--- src/design/aih_defs.svh ---
// Constants of the bus-side host interface: offsets, fields, timing.
// Assumes a 200 MHz core clock; included by the package users.
`ifndef AIH_DEFS_SVH
`define AIH_DEFS_SVH
// Register select that reads the acquisition result buffer.
`define AIH_FIFO_SEL 5'h00
// Interrupt source bit positions.
`define AIH_SRC_NE 0
`define AIH_SRC_HF 1
`define AIH_SRC_DONE 2
`define AIH_SRC_TC 3
`define AIH_SRC_DAC 4
`define AIH_SRC_N 5
`define AIH_IRQ_N 11
`define AIH_DRQ_N 3
// Not-ready stretch at the start of an access, in ns, and cycle count.
`define AIH_CLK_MHZ 200
`define AIH_WAIT_NS 100
`define AIH_WAIT_CYC ((`AIH_WAIT_NS * `AIH_CLK_MHZ + 999) / 1000)
`endif

--- src/design/aih_pkg.sv ---
// Types shared by the bus-side host interface.
// Assumes nothing of its surroundings.
package aih_pkg;
  // Bus cycle states, one-hot.
  typedef enum logic [2:0] {
    BUS_IDLE = 3'h1,
    BUS_RD = 3'h2,
    BUS_WR = 3'h4
  } aih_bus_t;
endpackage : aih_pkg

--- src/design/aih_fifo.sv ---
// Result buffer of flip-flops with valid and ready on both sides.
// Assumes one clock and a synchronous active-low reset.
`timescale 1ns/100ps
`default_nettype none
module aih_fifo #(
  parameter int W = 16,
  parameter int D = 256
) (
  // Clock and reset.
  input wire logic i_ref_clk,
  input wire logic i_rst_b,
  // Filling side.
  input wire logic i_in_valid,
  input wire logic [W-1:0] i_in_data,
  output logic o_in_ready,
  // Draining side.
  input wire logic i_out_ready,
  output logic o_out_valid,
  output logic [W-1:0] o_out_data,
  // Fill level.
  output logic [$clog2(D):0] o_count
);
  localparam int AW = $clog2(D);
  // Refuse depths that the pointer arithmetic cannot serve.
  if (D < 2 || (1 << AW) != D) begin : g_bad
    $error("aih_fifo depth must be a power of two");
  end
  typedef struct packed {
    logic [D-1:0][W-1:0] mem;
    logic [AW-1:0] wp;
    logic [AW-1:0] rp;
    logic [AW:0] cnt;
  } aih_fifo_st_t;
  aih_fifo_st_t st_r, st_nxt;
  logic push, pop;
  assign o_in_ready = (st_r.cnt != D[AW:0]);
  assign o_out_valid = (st_r.cnt != '0);
  assign o_out_data = st_r.mem[st_r.rp];
  assign o_count = st_r.cnt;
  assign push = i_in_valid && o_in_ready;
  assign pop = i_out_ready && o_out_valid;
  // Pointer and level update; a full buffer refuses the word.
  always_comb
  begin
    st_nxt = st_r;
    if (push)
    begin
      st_nxt.mem[st_r.wp] = i_in_data;
      st_nxt.wp = st_r.wp + 1'b1;
    end
    if (pop)
      st_nxt.rp = st_r.rp + 1'b1;
    st_nxt.cnt = st_r.cnt + {{AW{1'b0}}, push} - {{AW{1'b0}}, pop};
  end
  // Storage is not reset; only the pointers and the level are.
  always_ff @(posedge i_ref_clk)
  begin
    st_r <= st_nxt;
    if (!i_rst_b)
    begin
      st_r.wp <= '0;
      st_r.rp <= '0;
      st_r.cnt <= '0;
    end
  end
endmodule : aih_fifo
`default_nettype wire

--- src/design/aih_host_if.sv ---
// Bus-side host interface: address decode, data buffers, width and
// ready signalling, shared interrupt line and DMA requests.
// Assumes bus pins arrive asynchronous and are synchronised here, and
// that configuration inputs come from logic on the same clock.
`timescale 1ns/100ps
`default_nettype none
`include "aih_defs.svh"
module aih_host_if #(
  parameter int DEPTH = 256,
  parameter int W = 16
) (
  // Clock and reset.
  input wire logic i_ref_clk,
  input wire logic i_rst_b,
  // Bus address and timing pins.
  input wire logic [9:0] i_sa,
  input wire logic i_bale,
  input wire logic i_aen,
  input wire logic i_ior_b,
  input wire logic i_iow_b,
  input wire logic i_sbhe_b,
  input wire logic i_tc,
  input wire logic [`AIH_DRQ_N-1:0] i_dack_b,
  // Bus data pins.
  input wire logic [15:0] i_sd,
  output logic [15:0] o_sd,
  output logic o_sd_oe,
  // Width, ready and select returns (open drain, pulled low).
  output logic o_cs16,
  output logic o_cs16_oe,
  output logic o_chrdy,
  output logic o_chrdy_oe,
  // Interrupt and DMA request lines.
  output logic [`AIH_IRQ_N-1:0] o_irq,
  output logic [`AIH_IRQ_N-1:0] o_irq_oe,
  output logic [`AIH_DRQ_N-1:0] o_drq,
  // Configuration from board logic.
  input wire logic [4:0] i_base,
  input wire logic [3:0] i_irq_sel,
  input wire logic [`AIH_SRC_N-1:0] i_int_en,
  input wire logic [`AIH_SRC_N-1:0] i_int_clr,
  input wire logic i_dma_en,
  input wire logic [1:0] i_dma_ch,
  input wire logic i_dma_dual,
  input wire logic i_ovf_clr,
  // Board-side register access.
  output logic o_brd_en,
  output logic [4:0] o_reg_sel,
  output logic o_rd_stb,
  output logic o_wr_stb,
  output logic [15:0] o_wr_data,
  output logic o_wide,
  input wire logic [15:0] i_reg_rdata,
  // Acquisition results and events.
  input wire logic i_res_valid,
  input wire logic [W-1:0] i_res_data,
  output logic o_res_ready,
  input wire logic i_daq_done,
  input wire logic i_dac_upd,
  output logic o_ovf,
  output logic [`AIH_SRC_N-1:0] o_int_flag
);
  // The read path is a bus word; other widths cannot be served.
  if (W != 16 || DEPTH < 4) begin : g_bad
    $error("aih_host_if needs 16-bit data and depth of 4 or more");
  end
  localparam int CW = $clog2(DEPTH) + 1;
  localparam int WC = `AIH_WAIT_CYC;
  // Synchronised pin group: address, bale, aen, ior, iow, sbhe, tc, dack.
  localparam int PW = 10 + 6 + `AIH_DRQ_N;
  typedef struct packed {
    logic [PW-1:0] s1;
    logic [PW-1:0] s2;
    logic [15:0] sd1;
    logic [15:0] sd2;
    logic [9:0] adr;
    logic sbhe;
    aih_pkg::aih_bus_t bus;
    logic [7:0] wcnt;
    logic [15:0] sd;
    logic sd_oe;
    logic cs16_oe;
    logic rdy_oe;
    logic brd;
    logic rd;
    logic wr;
    logic [`AIH_IRQ_N-1:0] irq_oe;
    logic [`AIH_SRC_N-1:0] flag;
    logic ne_d;
    logic hf_d;
    logic dac_d;
    logic tc_d;
    logic dac_rq;
    logic [`AIH_DRQ_N-1:0] drq;
    logic ovf;
    logic res_rdy;
  } aih_st_t;
  aih_st_t st_r, st_nxt;
  // Buffer side signals.
  logic f_valid, f_ready, f_pop;
  logic [W-1:0] f_data;
  logic [CW-1:0] f_cnt;
  // Decoded views of the second synchroniser stage.
  logic [9:0] p_sa;
  logic p_bale, p_aen, p_ior, p_iow, p_sbhe, p_tc;
  logic [`AIH_DRQ_N-1:0] p_dack;
  logic dec_hit, any_dack, res_ne, res_hf, dac_fall, irq_on;
  logic [`AIH_SRC_N-1:0] ev;
  assign {p_sa, p_bale, p_aen, p_ior, p_iow, p_sbhe, p_tc, p_dack} = st_r.s2;
  assign any_dack = ~&p_dack;
  // Board is hit when SA9..SA5 match and no DMA owns the address.
  assign dec_hit = !p_aen && (st_r.adr[9:5] == i_base);
  assign res_ne = f_valid;
  assign res_hf = (f_cnt >= CW'(DEPTH / 2));
  assign dac_fall = st_r.dac_d && !i_dac_upd;
  // Maps a channel code to its request line; code 3 wraps to line 0.
  function automatic logic [`AIH_DRQ_N-1:0] ch_bit(input logic [1:0] c);
    ch_bit = (c == 2'h0) ? 3'h1 : (c == 2'h1) ? 3'h2 :
             (c == 2'h2) ? 3'h4 : 3'h1;
  endfunction : ch_bit
  // Pops once, in the cycle that sees the read strobe released, so a
  // long strobe never drains more than the one word it returned.
  assign f_pop = (st_r.bus == aih_pkg::BUS_RD) && !p_ior &&
    ((st_r.brd && st_r.adr[4:0] == `AIH_FIFO_SEL) || any_dack);
  aih_fifo #(.W(W), .D(DEPTH)) aih_fifo_i (
    .i_ref_clk(i_ref_clk),
    .i_rst_b(i_rst_b),
    .i_in_valid(i_res_valid),
    .i_in_data(i_res_data),
    .o_in_ready(f_ready),
    .i_out_ready(f_pop),
    .o_out_valid(f_valid),
    .o_out_data(f_data),
    .o_count(f_cnt)
  );
  // Next-state logic for the whole interface.
  always_comb
  begin
    st_nxt = st_r;
    // Pins pass two stages before any logic reads them.
    st_nxt.s1 = {i_sa, i_bale, i_aen, ~i_ior_b, ~i_iow_b, ~i_sbhe_b,
                 i_tc, i_dack_b};
    st_nxt.s2 = st_r.s1;
    st_nxt.sd1 = i_sd;
    st_nxt.sd2 = st_r.sd1;
    // Address is open while BALE is high and held afterwards.
    if (p_bale)
    begin
      st_nxt.adr = p_sa;
      st_nxt.sbhe = p_sbhe;
    end
    st_nxt.brd = dec_hit;
    st_nxt.rd = 1'b0;
    st_nxt.wr = 1'b0;
    if (st_r.wcnt != 8'h00)
      st_nxt.wcnt = st_r.wcnt - 8'h01;
    unique case (st_r.bus)
      aih_pkg::BUS_IDLE:
      begin
        // A strobe opens a cycle; its kind sets the buffer direction.
        if (p_ior && (dec_hit || any_dack))
        begin
          st_nxt.bus = aih_pkg::BUS_RD;
          st_nxt.wcnt = 8'(WC);
          st_nxt.rd = dec_hit;
        end
        else if (p_iow && (dec_hit || any_dack))
        begin
          st_nxt.bus = aih_pkg::BUS_WR;
          st_nxt.wcnt = 8'(WC);
        end
      end
      aih_pkg::BUS_RD:
      begin
        // The cycle ends when the read strobe is released.
        if (!p_ior)
          st_nxt.bus = aih_pkg::BUS_IDLE;
      end
      aih_pkg::BUS_WR:
      begin
        // Write data is taken as the write strobe is released.
        if (!p_iow)
        begin
          st_nxt.bus = aih_pkg::BUS_IDLE;
          st_nxt.wr = 1'b1;
        end
      end
    endcase
    // Drive data only during an enabled or acknowledged read.
    st_nxt.sd_oe = (st_nxt.bus == aih_pkg::BUS_RD);
    st_nxt.sd = (any_dack || st_r.adr[4:0] == `AIH_FIFO_SEL) ?
                f_data : i_reg_rdata;
    // Width, selected and not-ready returns.
    st_nxt.cs16_oe = (dec_hit && !st_r.adr[0] && st_r.sbhe) ||
                     any_dack;
    st_nxt.rdy_oe = (st_nxt.bus != aih_pkg::BUS_IDLE) &&
                    (st_nxt.wcnt != 8'h00);
    // Interrupt events; a set in the clearing cycle wins.
    st_nxt.ne_d = res_ne;
    st_nxt.hf_d = res_hf;
    st_nxt.tc_d = p_tc;
    st_nxt.dac_d = i_dac_upd;
    ev = '0;
    ev[`AIH_SRC_NE] = res_ne && !st_r.ne_d;
    ev[`AIH_SRC_HF] = res_hf && !st_r.hf_d;
    ev[`AIH_SRC_DONE] = i_daq_done || (!f_ready && i_res_valid);
    ev[`AIH_SRC_TC] = p_tc && !st_r.tc_d;
    ev[`AIH_SRC_DAC] = dac_fall;
    st_nxt.flag = (st_r.flag & ~i_int_clr) | ev;
    // Overflow: the word beyond capacity is dropped.
    st_nxt.ovf = (st_r.ovf && !i_ovf_clr) ||
                 (i_res_valid && !f_ready);
    // Result input is refused from the edge that flags the overflow.
    st_nxt.res_rdy = !st_nxt.ovf;
    // One enabled flag drives the selected line; otherwise float.
    irq_on = |(st_nxt.flag & i_int_en);
    st_nxt.irq_oe = '0;
    if (irq_on && i_irq_sel < 4'(`AIH_IRQ_N))
      st_nxt.irq_oe[i_irq_sel] = 1'b1;
    // DMA requests; dual mode puts updates on the next channel.
    if (dac_fall)
      st_nxt.dac_rq = 1'b1;
    else if (any_dack && st_r.bus == aih_pkg::BUS_WR)
      st_nxt.dac_rq = 1'b0;
    st_nxt.drq = '0;
    if (i_dma_en)
    begin
      if (res_ne || (st_r.dac_rq && !i_dma_dual))
        st_nxt.drq = ch_bit(i_dma_ch);
      if (st_r.dac_rq && i_dma_dual)
        st_nxt.drq = st_nxt.drq |
                     ch_bit(i_dma_ch + 2'h1);
      st_nxt.drq = st_nxt.drq & p_dack;
    end
  end
  // One register stage for all state; reset is synchronous.
  always_ff @(posedge i_ref_clk)
  begin
    if (!i_rst_b)
    begin
      st_r <= '0;
      st_r.s1 <= {10'h000, 6'h00, 3'h7};
      st_r.s2 <= {10'h000, 6'h00, 3'h7};
      st_r.bus <= aih_pkg::BUS_IDLE;
    end
    else
      st_r <= st_nxt;
  end
  // Outputs straight from the state register; the two open-drain levels are constant low.
  assign o_sd = st_r.sd;
  assign o_sd_oe = st_r.sd_oe;
  assign o_cs16 = 1'b0;
  assign o_cs16_oe = st_r.cs16_oe;
  assign o_chrdy = 1'b0;
  assign o_chrdy_oe = st_r.rdy_oe;
  assign o_irq = st_r.irq_oe;
  assign o_irq_oe = st_r.irq_oe;
  assign o_drq = st_r.drq;
  assign o_brd_en = st_r.brd;
  assign o_reg_sel = st_r.adr[4:0];
  assign o_rd_stb = st_r.rd;
  assign o_wr_stb = st_r.wr;
  assign o_wr_data = st_r.sd2;
  assign o_wide = st_r.cs16_oe;
  assign o_res_ready = st_r.res_rdy;
  assign o_ovf = st_r.ovf;
  assign o_int_flag = st_r.flag;
endmodule : aih_host_if
`default_nettype wire

--- config.mk ---
export PLATFORM = sky130hd
export DESIGN_NAME = aih_host_if
export DESIGN_NICKNAME = d
export VERILOG_FILES = /design/src/design/aih_pkg.sv /design/src/design/aih_fifo.sv /design/src/design/aih_host_if.sv
export VERILOG_INCLUDE_DIRS = /design/src /design/src/design
export SDC_FILE = /design/constraint.sdc
export NUM_CORES = 2
export LEC_CHECK = 0
export BUFFER_PORTS_ARGS = -buffer_cell sky130_fd_sc_hd__buf_2
export CORE_MARGIN = 10
export CORE_UTILIZATION = 50
export CTS_CLUSTER_SIZE = 24
export DETAILED_ROUTE_END_ITERATION = 12
export PLACE_DENSITY = 0.65
export SLEW_MARGIN = 5
export SYNTH_ARGS = -nofsm -noshare
export SYNTH_HDL_FRONTEND = slang
export SYNTH_SLANG_ARGS = --single-unit
--- constraint.sdc ---
create_clock -name i_ref_clk -period 8.7 [get_ports i_ref_clk]
set_clock_uncertainty 0.1 [all_clocks]
set_input_delay 0.435 -clock i_ref_clk [delete_from_list [all_inputs] [get_ports i_ref_clk]]
set_output_delay 0.435 -clock i_ref_clk [all_outputs]
set_load 0.05 [all_outputs]
=== Yosys cells after proc, flatten, opt, wreduce, memory -nomap -nowiden ===
Cells that the tools add are included.

* Equality and inequality tests: 11
* Reduce and logical (&&, ||, !) cells: 55
* Multiplexer cells: 28
* $lt $le $gt $ge: 7
* Bitwise operators: 9
* $add $sub $neg: 6

{| class="wikitable"
|+ Operators with widths
! cell !! number
|-
| bitwise mux 4096 bit || 1
|-
| binary-select mux 16 bit (select 8 bit) || 1
|-
| demux 16 bit (select 8 bit) || 1
|-
| 2-to-1 mux 16 bit || 3
|-
| 2-to-1 mux 3 bit || 12
|-
| logical AND 1 bit || 23
|-
| 2-to-1 mux 11 bit || 2
|-
| less-than comparator 8 x 9 -> 1 bit, second input constant || 2
|-
| adder 8 x 1 -> 8 bit, second input constant || 2
|-
| 2-to-1 mux 8 bit || 2
|-
| nonzero test 8 bit || 2
|-
| logical NOT 1 bit || 12
|-
| AND 5 bit || 2
|-
| adder 9 x 1 -> 9 bit || 1
|-
| greater-or-equal comparator 9 x 8 -> 1 bit, second input constant || 1
|-
| inequality test 9 bit, second input constant || 1
|-
| one-hot mux 3 bit (3 select lines) || 1
|-
| nonzero test 9 bit || 1
|-
| subtractor 9 x 1 -> 9 bit || 1
|-
| greater-or-equal comparator 8 x 1 -> 1 bit, second input constant || 1
|-
| subtractor 8 x 1 -> 8 bit, second input constant || 1
|-
| logical OR 1 bit || 7
|-
| == test 3 x 2 -> 1 bit, second input constant || 2
|-
| AND reduction 2 bit || 3
|-
| 22 further kinds || 31
|}

* Register bits: 4,261
* Bits of input ports: 96

=== Longest topological paths before layout ===
* Depth in word-level cells: 10
* Gate-level depth with buffers: 18

=== Cells and area by module ===
A second synthesis with hierarchy kept.

* Cell total of the unflattened synthesis: 7,836
* Area total of the unflattened synthesis: 164,766.8 um^2

{| class="wikitable"
|+ Modules (own cells, without submodules)
! module !! cells an instance !! area each (um^2) !! instances
|-
| aih_fifo || 7,317 || 159,401.6 || 1
|-
| aih_host_if || 519 || 5,365.1 || 1
|}

=== Worst setup path after synthesis ===
Ideal clock, no wire load.

* Path kind: reg-to-reg
* Start: register st_r (netlist bit o_reg_sel[1])
* End: register aih_fifo_i.st_r (netlist bit aih_fifo_i.o_count[8])
* Library setup time: 132 ps
* Path slack: 5,145 ps
* Data arrival time: 3,323 ps
* Cell stages (with the launch flop): 18
* Cell sequence: dfxtp_1 -> or4_1 -> nor2_1 -> a21oi_1 -> nor3_2 -> ha_1 -> inv_1 -> ha_1 -> inv_1 -> fa_1 -> nand2b_1 -> a21oi_1 -> o21ai_0 -> a21oi_1 -> o21ai_0 -> a21oi_1 -> or3_1 -> a21oi_1

* Word-level cells in the longest chain between the ends: 6

{| class="wikitable"
|+ RTL lines
! element !! line !! text
|-
| start, declared || aih_host_if.sv:98 || <nowiki>aih_st_t st_r, st_nxt;</nowiki>
|-
| start signal, assigned || aih_host_if.sv:247 || <nowiki>st_r <= st_nxt;</nowiki>
|-
| logical NOT 5 bit (no line) || n/a ||
|-
| logical AND 1 bit (no line) || n/a ||
|-
| logical OR 1 bit || aih_host_if.sv:124 || <nowiki>((st_r.brd && st_r.adr[4:0] == `AIH_FIFO_SEL) || any_dack);</nowiki>
|-
| logical AND 1 bit || aih_host_if.sv:123 || <nowiki>assign f_pop = (st_r.bus == aih_pkg::BUS_RD) && !p_ior &&</nowiki>
|-
| logical AND 1 bit || aih_fifo.sv:41 || <nowiki>assign pop = i_out_ready && o_out_valid;</nowiki>
|-
| via aih_fifo_i.pop || aih_fifo.sv:35 || <nowiki>logic push, pop;</nowiki>
|-
| subtractor 9 x 1 -> 9 bit || aih_fifo.sv:53 || <nowiki>st_nxt.cnt = st_r.cnt + {{AW{1'b0}}, push} - {{AW{1'b0}}, pop};</nowiki>
|-
| end signal, assigned || aih_fifo.sv:58 || <nowiki>st_r <= st_nxt;</nowiki>
|-
| end, declared || aih_fifo.sv:34 || <nowiki>aih_fifo_st_t st_r, st_nxt;</nowiki>
|}

The timed path passes the listed nets, and every way through them passes these cells.
A chain may end at the register's enable or synchronous reset.

=== Final worst setup path ===
* Start: register aih_fifo_i.st_r[11] (netlist name)
* End: register st_r (netlist bit o_sd[6])

* Word-level cells in the longest chain between the ends: 3

{| class="wikitable"
|+ RTL lines
! element !! line !! text
|-
| binary-select mux 16 bit (select 8 bit) || aih_fifo.sv:38 || <nowiki>assign o_out_data = st_r.mem[st_r.rp];</nowiki>
|-
| 2-to-1 mux 16 bit (implied by the code) || aih_fifo.sv:38 ||
|-
| 2-to-1 mux 16 bit || aih_host_if.sv:191 || <nowiki>st_nxt.sd = (any_dack || st_r.adr[4:0] == `AIH_FIFO_SEL) ?</nowiki>
|}

No other way between the ends. The select of a mux whose other input is x is not followed.

==> summary.txt <==
Power and ir drop
  • Flop pwr share: 53.9%
  • Power Density: 225 nW/um2
  • Lkg Pwr: 56.7 nW
  • Sw Ratio: 20.6%
  • Comb power frac: 2.6%
  • Internal power: 0.0333 W
  • Peak supply drop: 0.178 mV
  • Switching power: 0.00866 W
  • Clk pwr share: 43.4%

Setup path
  • Setup CP Type: flip-flop to flip-flop
  • Buffers & Inverters on Critical Path: 2
  • Critical path data arrival time: 6.56 ns
  • Stages on worst setup path: 10
  • R2R cell count: 10
  • Crit path max-delay family: compound AO/OA/AOI/OAI gates
  • CP peak stage delay: 0.82 ns
  • Slowest CP cell: o221ai_1
  • Required @ worst endpoint: 9.51 ns
  • Critical-path cell list: nand2b_4, buf_12, buf_4, o221ai_1, o21ai_0, a21oi_1, nor2_1, o31a_1, nor3_1, a211o_1
  • Worst r2r src: aih_fifo_i.st_r[11]
  • Worst setup SP type: flip-flop
  • CP Max Fanout: 84
  • R2R Setup Slk: 2.94 ns
  • End of the worst register-to-register path: o_sd[6]
  • CP Capture Type: flip-flop

GRT
  • Largest net degree at the start of global routing: 115
  • Vias in the first global route: 85,600
  • GR Util All Layers: 26.7%
  • First-pass GRT wire length: 675,000 um
  • Antenna violations before repair: 31
  • GRT Residual Overflow: 0

Final layout
  • Commonest non-fill, non-tap cell in the layout: edfxtp_1
  • Area Overhead vs Synth: 13.4%
  • Final Util: 57.0%
  • Fillers: 23,800
  • Layout Cells excl Fill: 13,400
  • Nets: 8,821
  • Ratio of cells with drive above 1 in the final layout: 23.9%
  • Post-Layout Inst Area: 187,000 um2
  • Most frequent cells in the layout: edfxtp_1, mux4_2, mux2i_1

Placement
  • Placed cell count: 12,500
  • Gpl congestion: 0.904
  • Cell Area, Placed: 172,000 um2
  • DP HPWL: 286,000 um
  • IO buf count: 171

Worst hold path
  • HP Start: i_res_data[7]
  • Hold EP: aih_fifo_i.st_r[2240]
  • HP Class: primary input to flip-flop
  • Hold Crit Depth: 1

Die
  • Die Width: 594 um
  • Die area: 353,000 um2
  • Initial Util: 50.3%
  • IO Pins: 174
  • Core Region: 328,000 um2
  • Die Span Y: 594 um
  • Rows: 210

Logic synthesis
  • Post-synthesis sequential area ratio: 76.7%
  • Post-synth EDFFs: 4,096
  • Synth Warn #: 0
  • Mapped Area: 165,000 um2
  • Ys async rst share: 0%
  • Synth Flop Type: edfxtp_1
  • Count of different cell masters after synthesis: 76
  • Syn Area/Cell: 20.2 um2
  • Mapped Cells: 8,137
  • Synthesis-stage register bit count: 4,261

CTS
  • Root Buffer: clkbuf_16
  • H-tree depth: 5
  • Post-CTS Resized: 0
  • Worst-skew pair later-pin latency: 1.00 ns
  • TritonCTS clock tree: built
  • Total CTS buffers: 425
  • Clk sinks: 4,261
  • Clock transition at the registers of the reported paths: 0.06 ns
  • Setup Buffers After CTS: 0
  • Max clock buf depth: 4

Detailed routing
  • Antenna-violating nets left: 0
  • DR WL/cell: 36.1 um
  • 1st-iter DRT viols: 13,300
  • Pre-antenna DRT Iters: 8
  • Via count: 87,500
  • Vias per cell: 6.53
  • Drt drc: 0
  • Routed WL: 484,000 um

Timing
  • Worst hold slack: 0.0372 ns
  • Worst-margin pin slew: 1.45 ns
  • Rel. slew slack: 2.79%
  • Max-slew violation count: 0
  • Final period utilization: 66.2%
  • Fmax: 174 MHz
  • Unrepaired setup endpoints after global routing: no
  • Setup TNS: 0 ns
  • Post-route minimum period: 5.76 ns
  • Final hold violations: 0
  • Setup violators final: 0

Outcome
  • Status: complete, no violations

Job
  • Maxcap violations: 0
==> sequential cells by signal, summed over array words and instances, names as in the netlist, 3 cells and up <==
register / cells
o_reg_sel: 5
o_int_flag: 5
p_sa: 10
o_irq: 11
aih_fifo_i.st_r: 4112
st_nxt: 35
o_sd: 16
o_wr_data: 16
aih_fifo_i.o_count: 9
st_r: 22
o_drq: 3
p_dack: 3
==> power by group through the flow <==
| stage | combinational, W | clock, W | sequential (W) |
|---|---|---|---|
| 2_1_floorplan | 0.000454 | 0 | 0.0230 |
| 3_3_place_gp | 0.00100 | 0 | 0.0231 |
| 3_5_place_dp | 0.00105 | 0 | 0.0231 |
| 4_1_cts | 0.00109 | 0.0184 | 0.0226 |
| 5_1_grt | 0.00117 | 0.0192 | 0.0226 |
| 6_report | 0.00110 | 0.0182 | 0.0226 |
==> synthesized netlist by cell type (6+ instances only) <==
library cell / instances / share of area [%]
edfxtp_1: 4096 / 75
mux4_2: 775 / 11
mux2i_1: 639 / 3.9
nor2_1: 422 / 0.96
o221ai_1: 246 / 1.3
clkbuf_1: 214 / 0.49
a21oi_1: 176 / 0.53
dfxtp_1: 165 / 2.0
nand2_1: 150 / 0.34
buf_4: 149 / 0.68
o22ai_1: 144 / 0.55
o21ai_0: 107 / 0.33
nor3_1: 81 / 0.25
and2_1: 79 / 0.30
buf_6: 68 / 0.47
buf_2: 64 / 0.19
nand3_1: 63 / 0.19
buf_1: 39 / 0.089
inv_1: 38 / 0.087
a22oi_1: 34 / 0.16
a31oi_1: 28 / 0.11
a211oi_1: 26 / 0.12
ha_1: 25 / 0.19
a221oi_1: 17 / 0.090
nand2b_1: 17 / 0.065
o21ai_1: 17 / 0.052
nor2b_1: 16 / 0.061
nand4_1: 14 / 0.053
xor2_1: 14 / 0.074
a21o_1: 13 / 0.059
nor4_1: 13 / 0.049
a2111oi_0: 12 / 0.064
and3_1: 12 / 0.046
xnor2_1: 12 / 0.064
a22o_1: 11 / 0.059
a32oi_1: 11 / 0.059
a221o_1: 9 / 0.055
o211ai_1: 9 / 0.041
mux2_2: 8 / 0.055
o31ai_1: 8 / 0.036
or3_1: 8 / 0.030
o311ai_0: 7 / 0.037
a211o_1: 6 / 0.032
==> through the flow <==
step	setup WS [ns]	power [W]
2_1_floorplan	5.14	0.0235
3_3_place_gp	2.75	0.0241
3_5_place_dp	3.36	0.0241
4_1_cts	3.36	0.0421
5_1_grt	3.31	0.0430
6_report	2.94	0.0420
==> layout make-up <==
cell class                      count  area (um2)  share of cell area [%]
Timing Repair Buffer              670        5220                    2.79
Inverter                           42         174                  0.0932
Tap cell                         4346        5440                    2.91
Antenna cell                       14        35.0                  0.0188
Sequential cell                  4261      126000                    67.7
Multi-Input combinational cell   3299       35600                    19.1
Clock inverter                    251        2610                    1.40
Clock buffer                      526       11200                    6.01
==> per-layer routing <==
layer | part of all wire (%) | wire length, um | GRT usage, % | up-vias
met5 | 0.023 | 113 | 0 | -
met4 | 5.9 | 28400 | 13.0 | 18
met2 | 46 | 220000 | 40.7 | 5768
met1 | 37 | 179000 | 36.4 | 45700
met3 | 12 | 55900 | 6.47 | 1165
li1 | - | - | - | 34800
==> what timing repair did <==
action,in CTS,in global routing
hold buffers,94,0
setup endpoints to repair,0,0
hold endpoints to repair,425,0
==> cells by family (layout without fill, tap and decap cells) <==
group / Yosys count / count (layout) / synth area share, %
AOI/OAI and AO/OA: 927 / 927 / 3.93
xor gates and xnor gates: 26 / 26 / 0.138
adders and majority gates: 26 / 26 / 0.202
buffers and inverters: 578 / 1489 / 2.03
DFF: 4261 / 4261 / 76.7
muxes: 1422 / 1422 / 14.5
other: 1 / 16 / 0.00228
and+or+nand+nor: 896 / 896 / 2.44
==> how the worst max path moves through the flow <==
stage | from | endpoint | slack [ns]
6_report | aih_fifo_i.st_r[11] | o_sd[6] | 2.94
5_1_grt | aih_fifo_i.st_r[11] | o_sd[6] | 3.31
4_1_cts | aih_fifo_i.st_r[9] | o_sd[5] | 3.36
3_5_place_dp | aih_fifo_i.st_r[9] | o_sd[12] | 3.36
3_3_place_gp | aih_fifo_i.st_r[13] | o_sd[4] | 2.75
2_1_floorplan | o_reg_sel[1] | aih_fifo_i.o_count[8] | 5.14
No activity file was read; power rests on OpenSTA's default activity.
